<file path="config.mk">
export PLATFORM = sky130hd
export DESIGN_NAME = spc_ctrl
export DESIGN_NICKNAME = d
export VERILOG_FILES = /design/src/rtl/spc_pkg.sv /design/src/rtl/spc_ctrl.sv
export SDC_FILE = /design/constraint.sdc
export NUM_CORES = 1
export LEC_CHECK = 0
export BUFFER_PORTS_ARGS = -buffer_cell sky130_fd_sc_hd__buf_4
export CORE_MARGIN = 3
export CORE_UTILIZATION = 44
export CTS_CLUSTER_DIAMETER = 150
export DETAILED_ROUTE_END_ITERATION = 12
export PLACE_DENSITY = 0.79
export SETUP_SLACK_MARGIN = 0.1
export SLEW_MARGIN = 25
export SYNTH_ARGS = -nofsm -noshare
export SYNTH_HDL_FRONTEND = slang
export SYNTH_SLANG_ARGS = --single-unit
export TNS_END_PERCENT = 20
</file>
<file path="constraint.sdc">
create_clock -name ref_clk_i -period 2.5 [get_ports ref_clk_i]
set_clock_uncertainty 0.2 [all_clocks]
set_input_delay 0 -clock ref_clk_i [delete_from_list [all_inputs] [get_ports ref_clk_i]]
set_output_delay 0 -clock ref_clk_i [all_outputs]
set_load 0.02 [all_outputs]
</file>
<file path="src/rtl/spc_pkg.sv">
// Package for the SPI pin-mode, receive DMA and wait-stop control block.
// Assumes a 32-bit APB master on the same 125 MHz clock.
package spc_pkg;

   // ---------------------------------------------------------------
   // Register offsets (printed offset 2h is not a word multiple)
   // ---------------------------------------------------------------
   localparam logic [3:0]  CTRL_IDX     = 4'h1;
   localparam logic [3:0]  RATE_IDX     = 4'h2;
   localparam logic [3:0]  STAT_IDX     = 4'h3;
   localparam logic [11:0] CTRL_ADDR    = 12'h004;
   localparam logic [11:0] RATE_ADDR    = 12'h008;
   localparam logic [11:0] STAT_ADDR    = 12'h00C;

   // ---------------------------------------------------------------
   // Field positions and reset values
   // ---------------------------------------------------------------
   localparam int CTRL_PIN_SEL_BIT  = 0;
   localparam int CTRL_STOP_WAI_BIT = 1;
   localparam int CTRL_RX_DMA_BIT   = 2;
   localparam int CTRL_OUT_EN_BIT   = 3;
   localparam int CTRL_MASTER_BIT   = 4;
   localparam int CTRL_SYS_EN_BIT   = 6;
   localparam logic [7:0] CTRL_RESET = 8'h00;
   localparam logic [7:0] RATE_RESET = 8'h00;
   localparam logic [7:0] RATE_MASK  = 8'h7F;

   // ---------------------------------------------------------------
   // Types
   // ---------------------------------------------------------------
   typedef struct packed {
      logic o;
      logic oe;
   } spc_pin_s;

   typedef enum logic [1:0] {
      SPC_RUN  = 2'b00,
      SPC_STOP = 2'b01
   } spc_state_e;

endpackage

</file>
<file path="src/rtl/spc_ctrl.sv">
// SPI control block: pin routing, receive DMA request, wait-mode stop,
// baud rate register and a two-entry receive buffer.
// Assumes an APB master and a shift engine on ref_clk_i; pins are synced.
//
// Added by the designer: the APB slave port.
`timescale 1ns/1ns
`default_nettype none
module spc_ctrl (
   input  wire logic        ref_clk_i,
   input  wire logic        rst_n_i,
   input  wire logic        clk_en_i,
   input  wire logic        psel_i,
   input  wire logic        penable_i,
   input  wire logic        pwrite_i,
   input  wire logic [11:0] paddr_i,
   input  wire logic [31:0] pwdata_i,
   output logic      [31:0] prdata_o,
   output logic             pready_o,
   output logic             pslverr_o,
   input  wire logic        wait_mode_i,
   input  wire logic        miso_i,
   output logic             miso_o,
   output logic             miso_oe_o,
   input  wire logic        mosi_i,
   output logic             mosi_o,
   output logic             mosi_oe_o,
   input  wire logic        shift_out_i,
   output logic             shift_in_o,
   output logic             core_clk_en_o,
   output logic      [6:0]  rate_sel_o,
   input  wire logic        rx_valid_i,
   input  wire logic [7:0]  rx_data_i,
   output logic             rx_ready_o,
   output logic             rx_buffer_full_flag_o,
   input  wire logic        rx_take_i,
   output logic      [7:0]  rx_data_o,
   output logic             rx_dma_req_o,
   output logic             rx_irq_req_o
);

   // ---------------------------------------------------------------
   // Registers and synchronisers
   // ---------------------------------------------------------------
   logic [7:0]  ctrl_r;
   logic [7:0]  rate_r;
   logic [1:0]  miso_sync_r;
   logic [1:0]  mosi_sync_r;
   logic [1:0]  wait_sync_r;
   logic [7:0]  buf_r [2];
   logic        wr_ptr_r;
   logic        rd_ptr_r;
   logic [1:0]  count_r;
   spc_pkg::spc_state_e state_r;
   spc_pkg::spc_state_e state_nxt;

   wire logic access    = psel_i & penable_i;
   wire logic wr_acc    = access & pwrite_i;
   // One comparator shape serves every register, so the three hits
   // cannot drift apart when an address constant changes.
   function automatic logic addr_hit(input logic [11:0] addr,
                                     input logic [11:0] reg_addr);
      addr_hit = (addr == reg_addr);
   endfunction

   wire logic hit_ctrl  = addr_hit(paddr_i, spc_pkg::CTRL_ADDR);
   wire logic hit_rate  = addr_hit(paddr_i, spc_pkg::RATE_ADDR);
   wire logic hit_stat  = addr_hit(paddr_i, spc_pkg::STAT_ADDR);
   wire logic unmapped  = ~(hit_ctrl | hit_rate | hit_stat);

   wire logic pin_sel   = ctrl_r[spc_pkg::CTRL_PIN_SEL_BIT];
   wire logic stop_wai  = ctrl_r[spc_pkg::CTRL_STOP_WAI_BIT];
   wire logic dma_en    = ctrl_r[spc_pkg::CTRL_RX_DMA_BIT];
   wire logic sw_oe     = ctrl_r[spc_pkg::CTRL_OUT_EN_BIT];
   wire logic master    = ctrl_r[spc_pkg::CTRL_MASTER_BIT];
   wire logic sys_en    = ctrl_r[spc_pkg::CTRL_SYS_EN_BIT];
   wire logic miso_s    = miso_sync_r[1];
   wire logic mosi_s    = mosi_sync_r[1];
   wire logic wait_s    = wait_sync_r[1];

   // ---------------------------------------------------------------
   // Wait-mode clock gate
   // ---------------------------------------------------------------
   // The engine only loses its enable, so every flop keeps its value
   // and carries on where it stopped once wait mode ends.
   always_comb begin
      state_nxt = state_r;
      case (state_r)
         spc_pkg::SPC_RUN: begin
            if (wait_s & stop_wai) begin
               state_nxt = spc_pkg::SPC_STOP;
            end
         end
         spc_pkg::SPC_STOP: begin
            if (!wait_s | !stop_wai) begin
               state_nxt = spc_pkg::SPC_RUN;
            end
         end
         default: begin
            state_nxt = spc_pkg::SPC_RUN;
         end
      endcase
   end

   wire logic running = (state_r == spc_pkg::SPC_RUN);
   wire logic stopped = (state_r == spc_pkg::SPC_STOP);
   assign core_clk_en_o = running & clk_en_i;

   // ---------------------------------------------------------------
   // Pin routing
   // ---------------------------------------------------------------
   spc_pkg::spc_pin_s miso_pin;
   spc_pkg::spc_pin_s mosi_pin;

   // Normal master drives MOSI; single-wire master shares MOSI.
   assign mosi_pin.oe = master & (~pin_sel | sw_oe) & sys_en;
   // Normal slave drives MISO; single-wire slave shares MISO.
   assign miso_pin.oe = ~master & (~pin_sel | sw_oe) & sys_en;
   assign mosi_pin.o  = shift_out_i;
   assign miso_pin.o  = shift_out_i;

   wire logic sel_mosi_in = (master & pin_sel) | (~master & ~pin_sel);
   assign shift_in_o = sel_mosi_in ? mosi_s : miso_s;

   always_ff @(posedge ref_clk_i or negedge rst_n_i) begin
      if (!rst_n_i) begin
         miso_o    <= 1'b0;
         miso_oe_o <= 1'b0;
         mosi_o    <= 1'b0;
         mosi_oe_o <= 1'b0;
      end else if (clk_en_i) begin
         miso_o    <= miso_pin.o;
         miso_oe_o <= miso_pin.oe;
         mosi_o    <= mosi_pin.o;
         mosi_oe_o <= mosi_pin.oe;
      end
   end

   // ---------------------------------------------------------------
   // Receive buffer and DMA request
   // ---------------------------------------------------------------
   wire logic push = rx_valid_i & rx_ready_o & running;
   wire logic pop  = rx_take_i & (count_r != 2'd0) & running;
   // A push and a pop in one cycle leave the count unchanged.
   wire logic [1:0] count_nxt = count_r + {1'b0, push} - {1'b0, pop};

   assign rx_ready_o            = (count_r != 2'd2);
   assign rx_buffer_full_flag_o = (count_r != 2'd0);
   assign rx_data_o             = buf_r[rd_ptr_r];
   wire logic rx_pend = rx_buffer_full_flag_o & sys_en;
   assign rx_dma_req_o = dma_en & rx_pend;
   assign rx_irq_req_o = ~dma_en & rx_buffer_full_flag_o;

   always_ff @(posedge ref_clk_i) begin
      if (clk_en_i & push) begin
         buf_r[wr_ptr_r] <= rx_data_i;
      end
   end

   always_ff @(posedge ref_clk_i or negedge rst_n_i) begin
      if (!rst_n_i) begin
         wr_ptr_r <= 1'b0;
         rd_ptr_r <= 1'b0;
         count_r  <= 2'd0;
      end else if (clk_en_i) begin
         if (push) begin
            wr_ptr_r <= ~wr_ptr_r;
         end
         if (pop) begin
            rd_ptr_r <= ~rd_ptr_r;
         end
         count_r <= count_nxt;
      end
   end

   // ---------------------------------------------------------------
   // APB slave
   // ---------------------------------------------------------------
   assign pready_o  = 1'b1;
   assign pslverr_o = access & unmapped;
   assign rate_sel_o = rate_r[6:0];

   always_comb begin
      prdata_o = 32'h0000_0000;
      if (hit_ctrl) begin
         prdata_o = {24'h00_0000, ctrl_r};
      end
      if (hit_rate) begin
         prdata_o = {24'h00_0000, rate_r};
      end
      if (hit_stat) begin
         prdata_o = {29'h000_0000, stopped, count_r};
      end
   end

   // ---------------------------------------------------------------
   // Input synchronisers
   // ---------------------------------------------------------------
   // Pins and the wait request are asynchronous to the bus clock, so
   // only the second flop of each pair is read by the logic.
   always_ff @(posedge ref_clk_i or negedge rst_n_i) begin
      if (!rst_n_i) begin
         miso_sync_r <= 2'b00;
         mosi_sync_r <= 2'b00;
         wait_sync_r <= 2'b00;
      end else if (clk_en_i) begin
         miso_sync_r <= {miso_sync_r[0], miso_i};
         mosi_sync_r <= {mosi_sync_r[0], mosi_i};
         wait_sync_r <= {wait_sync_r[0], wait_mode_i};
      end
   end

   // ---------------------------------------------------------------
   // State and registers
   // ---------------------------------------------------------------
   always_ff @(posedge ref_clk_i or negedge rst_n_i) begin
      if (!rst_n_i) begin
         state_r <= spc_pkg::SPC_RUN;
      end else if (clk_en_i) begin
         state_r <= state_nxt;
      end
   end

   // Register writes stay live while the engine is stopped, so software
   // can retune the rate before leaving wait mode.
   always_ff @(posedge ref_clk_i or negedge rst_n_i) begin
      if (!rst_n_i) begin
         ctrl_r <= spc_pkg::CTRL_RESET;
         rate_r <= spc_pkg::RATE_RESET;
      end else if (clk_en_i) begin
         if (wr_acc & hit_ctrl) begin
            ctrl_r <= pwdata_i[7:0];
         end
         // Bus writes reach the rate register even mid-transfer.
         if (wr_acc & hit_rate) begin
            rate_r <= pwdata_i[7:0] & spc_pkg::RATE_MASK;
         end
      end
   end

endmodule
`default_nettype wire

</file>
==> run_results.csv, run 1 <==
group,metric,value,unit
global_routing,grt_overflow,0,
timing,period_share,81.9,%
drt,dr.pass1.iters,4,
clocking,cts.sink_count,45,
timing,setup_ws,0.452,ns
critical_path,crit_path_top_delay_cell,"dfrtp_1",
drt,drt_first_iter_violations,109,
drt,wirelength,4.99,mm
critical_path,critical_path.startpoint_type,"flop",
synthesis,synthXorXnorAreaFrac,1.18,%
place,dp_hpwl,3.30,mm
critical_path,timing.critical_path.arrival,2.01,ns
synthesis,syn-mean-instance-area,12.3,sq um
floorplan,start_util,46.4,%
place,globalplace.congestion,0.772,
layout,post_route_cells_drive_above_1_share,42.7,%
global_routing,met2_demand_to_capacity_share_in_global_routing,30.8,%
global_routing,busiest_layer_in_global_routing,"met2",
floorplan,rows,25,
critical_path,timing_worst_setup_path_type,"reg2reg",
drt,vias,1705,
critical_path,critPathRequiredTime,2.46,ns
synthesis,synth-adder-area-share,0.560,%
floorplan,dieHeight,77.2,um
run,maxCapViolCount,0,
power_and_ir_drop,irDropWorstVdd,0.403,mV
clocking,cts_tree,"built",
layout,antenna_cells_inserted,0,
layout,layout-area-overhead-vs-synth,42.5,%
clocking,clock_tree.buffer_depth,2,
layout,post-route-util,66.1,%
clocking,cts-hold-fix-buffers,30,
synthesis,cell_type_with_the_highest_aggregate_area_in_the_netlist,"dfrtp_1",
power_and_ir_drop,power_per_cell_area,662,mW/mm^2
place,dp_slack,0.476,ns
timing,timing.fmax,0.488,GHz
global_routing,antenna_violations_before_repair,0,
global_routing,grt_first_pass_wirelength,7.98,mm
synthesis,count_of_unique_library_cells_instantiated_by_yosys,32,
clocking,worst_setup_hold_path_clk_slew,0.08,ns
global_routing,grt.met3_usage,3.40,%
power_and_ir_drop,power_leakage,0.00148,uW
timing,min_period,2.05,ns
synthesis,synth_top_family_by_area,"multiplexers",
clocking,cts_root_buffer,"clkbuf_8",
floorplan,dieArea,0.00597,sq mm
layout,nets,352,
synthesis,synth_area,0.00223,sq mm
power_and_ir_drop,power.total,2110,uW
clocking,post-cts-setup-buffer-count,0,
drt,route.detailed.vias_per_inst,4.80,
timing,timing.hold.ws,0.0215,ns
synthesis,post_synth_and_or_nand_nor_area_fraction,10.3,%
floorplan,core_area,0.00482,sq mm
floorplan,dieWidth,77.2,um
synthesis,synth_top_cells_by_area,"dfrtp_1, edfxtp_1, mux2_2",
global_routing,grt_util_all_layers,17.2,%
worst_hold_path,min-delay-path-class,"in2reg",
synthesis,synth_sequential_area_ratio,54.0,%
critical_path,critical_path_peak_fanout,9,
critical_path,setup.worst_path.end_class,"flop",
clocking,clk_latency,0.30,ns
clocking,cts_max_level,2,
drt,route.antenna.remaining_nets,0,
clocking,numCtsBuffers,5,
synthesis,synth-seq-cells,45,
synthesis,postSynthCellCount,181,
synthesis,synth.area.mux_share,17.1,%
timing,final-hold-violation-count,0,
synthesis,synthesis.yosys.warnings,0,
timing,rsz0062_at_grt,"false",
floorplan,num_io_pins,123,
global_routing,grt_pass1_vias,1659,
drt,detail_route.drc_violations,0,
global_routing,largest_net_degree_at_the_start_of_global_routing,30,
layout,nFillCells,367,
place,portBuffers,73,
clocking,cts-resized-gates,0,
critical_path,cp_cell_sequence,"or2_2, a21oi_1, nor3_1, ha_1, a2111oi_0, a211oi_1",
global_routing,grt_use_met1,19.4,%
run_status,status,"complete, no violations",
critical_path,critical_path.max_stage_delay,0.47,ns
timing,tns,0,ns
synthesis,synth_top_area_share,32.5,%
drt,avgRoutedWirePerCell,14.0,um
timing,maxSlewViolCount,0,
synthesis,synth_compound_area_share,6.27,%
timing,setup_violations_final,0,
==> sequential cells by signal, summed over array words and instances, names as in the netlist <==
| register | cells |
|---|---|
| rate_r | 7 |
| wr_ptr_r | 1 |
| mosi_oe_o | 1 |
| rd_ptr_r | 1 |
| count_r | 2 |
| mosi_o | 1 |
| miso_oe_o | 1 |
| mosi_sync_r | 2 |
| state_r | 1 |
| wait_sync_r | 2 |
| buf_r | 16 |
| ctrl_r | 8 |
| miso_sync_r | 2 |
==> cell usage after synthesis <==
library cell	instances
o31ai_1	1
a211oi_1	1
or4b_2	1
o211a_1	1
and3_1	3
nor2b_1	2
nand2b_1	3
and2b_1	1
o21ai_0	7
dfrtp_1	29
buf_4	27
nand2_1	5
a2111oi_0	1
and4_1	1
mux2_2	33
nor2_1	14
a21oi_1	2
or2_2	1
nor4_2	2
nor3_1	1
conb_1	2
inv_1	4
clkbuf_1	3
nand3_2	2
xnor2_1	2
mux2_1	1
edfxtp_1	16
ha_1	1
xor2_1	1
nand3_1	5
o2bb2ai_1	1
a22oi_1	7
==> power by group <==
part           switching (uW)  internal (uW)  total, uW
combinational             309            325        634
sequential               79.9            847        927
clock                     245            300        546
==> final timing paths <==
| kind | start | end | slack (ns) | cells past startpoint |
|---|---|---|---|---|
| setup / recovery | count_r[0] | count_r[1] | 0.45 | 6 |
| hold / removal | paddr_i[8] | ctrl_r[7] | 0.02 | 4 |
| setup reg to reg | count_r[0] | count_r[1] | 0.45 | 6 |
| hold reg to reg | miso_oe_o | miso_oe_o | 0.29 | 2 |
| max in group asynchronous | rst_n_i | miso_sync_r[1] | 1.40 | 4 |
| min in group asynchronous | rst_n_i | ctrl_r[6] | 0.54 | 4 |
==> final cells by class <==
class / count / area [sq um] / share of cell area, %
Sequential cell: 45 / 1210 / 37.9
Multi-Input combinational cell: 125 / 885 / 27.8
Timing Repair Buffer: 106 / 881 / 27.7
Tap cell: 67 / 83.8 / 2.63
Inverter: 4 / 15.0 / 0.472
Clock buffer: 6 / 72.6 / 2.28
Clock inverter: 2 / 38.8 / 1.22
==> layout by cell type, fill, tap and decap left out, types with 2 or more instances in the layout <==
| cell | n |
|---|---|
| nand3_1 | 5 |
| clkbuf_8 | 5 |
| nor2b_1 | 2 |
| mux2_2 | 33 |
| xnor2_1 | 2 |
| inv_1 | 4 |
| nor2_1 | 14 |
| nand2_1 | 5 |
| buf_4 | 76 |
| a21oi_1 | 2 |
| dlygate4sd3_1 | 29 |
| nand3_2 | 2 |
| nand2b_1 | 3 |
| and3_1 | 3 |
| nor4_2 | 2 |
| conb_1 | 25 |
| o21ai_0 | 7 |
| dfrtp_1 | 29 |
| edfxtp_1 | 16 |
| a22oi_1 | 7 |
==> worst max-delay path: cells and delay by family, from the launching register on <==
kind / cells / cell delay [ns]
AOI/OAI and AO/OA: 3 / 0.62
and+or+nand+nor: 2 / 0.42
adders and majority gates: 1 / 0.21
DFF: 1 / 0.47
==> cells by family (layout without fill, tap and decap cells) <==
| kind of cell | after synthesis | after routing |
|---|---|---|
| other cells | 2 | 25 |
| buf+inv | 34 | 118 |
| fa+ha+maj | 1 | 1 |
| flops | 45 | 45 |
| compound gates | 21 | 21 |
| mux | 34 | 34 |
| simple gates | 41 | 41 |
| xor+xnor | 3 | 3 |
==> stage by stage <==
stage,instances,area (sq um)
floorplan,204,2320
global placement,317,2760
CTS,355,3180
global route,355,3180
detailed placement,317,2760
finish,355,3180
==> per-layer routing <==
| layer | wire (um) | up-vias | part of all wire [%] |
|---|---|---|---|
| met5 | 0 | - | 0 |
| met4 | 121 | 0 | 2.4 |
| met3 | 279 | 12 | 5.6 |
| met2 | 2700 | 73 | 54 |
| met1 | 1890 | 812 | 38 |
| li1 | - | 808 | - |
Note: power is estimated with default switching activity, not from simulation.
==> run 2: changes to the inputs <==
==> constraint.sdc (replaced) <==
create_clock -name ref_clk_i -period 2.1 [get_ports ref_clk_i]
set_clock_uncertainty 0.2 [all_clocks]
set_input_delay 0 -clock ref_clk_i [delete_from_list [all_inputs] [get_ports ref_clk_i]]
set_output_delay 0 -clock ref_clk_i [all_outputs]
set_load 0.02 [all_outputs]
==> run 2 against run 1 <==
Compared with the run above: worst hold slack gained 0.0040 ns; clock power grew 20%; worst setup slack got worse by 0.21 ns; non-clock buffer count up 2; global-route usage shrank 0.40 points; flip-flop and latch count did not move; maximum frequency is 10% higher; largest power group unchanged; utilization rose by 0.75 points; sequential share of layout area fell by 0.43 points; via count is 0.18% lower; highest routed layer unchanged; critical endpoint unchanged; die area is the same; first-iteration DRC count shrank 11%.
==> run_results.csv, run 2 (synthesis results as in run 1) <==
group,metric,value,unit
place,dp_hpwl,3.52,mm
worst_hold_path,min_path_cells,4,
clocking,numCtsBuffers,5,
timing,maxSlewViolCount,0,
critical_path,timing_worst_setup_path_type,"reg2reg",
clocking,cts.sink_count,45,
place,dp_slack,0.212,ns
floorplan,dieHeight,77.2,um
critical_path,setup.worst_path.end_class,"flop",
drt,detail_route.drc_violations,0,
place,portBuffers,73,
critical_path,critical_path.max_stage_delay,0.38,ns
power_and_ir_drop,power_leakage,0.00149,uW
global_routing,largest_net_degree_at_the_start_of_global_routing,30,
drt,route.detailed.vias_per_inst,4.77,
global_routing,antenna_violations_before_repair,0,
run_status,status,"complete, no violations",
timing,setup_violations_final,0,
layout,antenna_cells_inserted,0,
clocking,cts_root_buffer,"clkbuf_8",
floorplan,start_util,46.4,%
critical_path,crit_family,"compound AO/OA/AOI/OAI gates",
timing,min_period,1.86,ns
floorplan,dieArea,0.00597,sq mm
drt,vias,1702,
critical_path,cp_cell_sequence,"or2_2, a21oi_1, nor3_1, ha_2, a2111oi_2, a211oi_1",
drt,dr.pass1.iters,4,
critical_path,critical_path.startpoint_type,"flop",
clocking,cts_tree,"built",
drt,wirelength,5.00,mm
timing,setup_ws,0.244,ns
critical_path,critical_path_peak_fanout,5,
critical_path,critical_path_buf_inv_count,0,
run,maxCapViolCount,0,
timing,period_share,88.4,%
layout,layout.cells.most_common,"buf_4",
global_routing,grt_pass1_vias,1671,
global_routing,grt_first_pass_wirelength,8.01,mm
clocking,clock_tree.buffer_depth,2,
worst_hold_path,holdCritStartpoint,"paddr_i[8]",
layout,largest_registers,"buf_r: 16 flops, ctrl_r: 8 flops, rate_r: 7 flops",
layout,post_route_cells_drive_above_1_share,44.1,%
critical_path,worstSetupStartpoint,"count_r[1]",
clocking,clk_latency,0.29,ns
clocking,cts_max_level,2,
worst_hold_path,min_to,"ctrl_r[7]",
floorplan,rows,25,
global_routing,grt_overflow,0,
critical_path,timing.critical_path.arrival,1.82,ns
critical_path,reg2reg_depth,6,
timing,final-hold-violation-count,0,
worst_hold_path,min-delay-path-class,"in2reg",
drt,drt_first_iter_violations,97,
layout,number_of_flip_flops_in_the_largest_register,16,
floorplan,num_io_pins,123,
timing,timing.fmax,0.539,GHz
critical_path,crit_path_top_delay_cell,"dfrtp_1",
global_routing,grt_util_all_layers,16.8,%
clocking,post-cts-setup-buffer-count,0,
critical_path,critical_path.reg2reg.startpoint,"count_r[1]",
layout,nets,354,
layout,layout-area-overhead-vs-synth,44.1,%
critical_path,timing.rr.end,"count_r[1]",
floorplan,dieWidth,77.2,um
layout,top_register,"buf_r",
timing,tns,0,ns
layout,mostFrequentLayoutCells,"buf_4, mux2_2, dfrtp_1, dlygate4sd3_1, conb_1",
clocking,worst_setup_hold_path_clk_slew,0.07,ns
timing,rsz0062_at_grt,"false",
drt,avgRoutedWirePerCell,14.0,um
critical_path,r2r_setup_slack,0.24,ns
critical_path,critPathRequiredTime,2.06,ns
floorplan,core_area,0.00482,sq mm
place,globalplace.congestion,0.845,
drt,route.antenna.remaining_nets,0,
power_and_ir_drop,power_per_cell_area,802,mW/mm^2
power_and_ir_drop,irDropWorstVdd,0.478,mV
## run 2: power breakdown
group	internal [uW]	switching [uW]	leakage (uW)
sequential	1010	65.4	0.000527
combinational	426	426	0.000908
clock	388	269	0.0000585
total	1820	760	0.00149
## run 2: layout make-up
cell class / instances / area [sq um]
Fill cell: 373 / 1600
Multi-Input combinational cell: 125 / 901
Sequential cell: 45 / 1210
Tap cell: 67 / 83.8
Clock buffer: 7 / 86.3
Inverter: 4 / 15.0
Clock inverter: 1 / 30.0
Timing Repair Buffer: 108 / 896
## run 2: layer usage
layer / vias up / share of wire [%] / track usage, %
li1: 810 / - / -
met1: 825 / 39 / 19.3
met2: 58 / 54 / 30.8
met3: 9 / 5.1 / 3.17
met4: 0 / 1.8 / 5.87
met5: - / 0 / 0
## run 2: tightest hold or removal path, cell delays in order
cell and delay, ns:
buf_4 0.08, nor4_2 0.04, nand3_2 0.18, mux2_1 0.17
## run 2: how the worst max path moves through the flow
stage	depth (start not counted)	end	slack (ns)
after floorplan	7	count_r[1]	0.10
after CTS	6	count_r[1]	0.19
final	6	count_r[1]	0.24
after global routing	9	count_r[1]	0.11
after detailed placement	6	count_r[1]	0.21
after global placement	6	count_r[1]	0.23
## run 2: stage by stage
stage | hold WS, ns | util (%) | total power (uW) | cells | area (sq um)
2_1_floorplan | -0.496 | - | 1590 | 204 | 2320
3_3_place_gp | -0.257 | 57.6 | 1850 | 319 | 2780
3_5_place_dp | -0.260 | 57.6 | 1870 | 319 | 2780
4_1_cts | 0.00437 | 66.5 | 2580 | 357 | 3200
5_1_grt | 0.0295 | 66.8 | 2720 | 357 | 3220
6_report | 0.0255 | 66.8 | 2580 | 357 | 3220
## run 2: timing repair
item | in CTS | in global routing
hold buffers | 30 | 0
hold endpoints to repair | 74 | 0
gates resized for setup | 0 | 3
setup endpoints to repair | 0 | 1
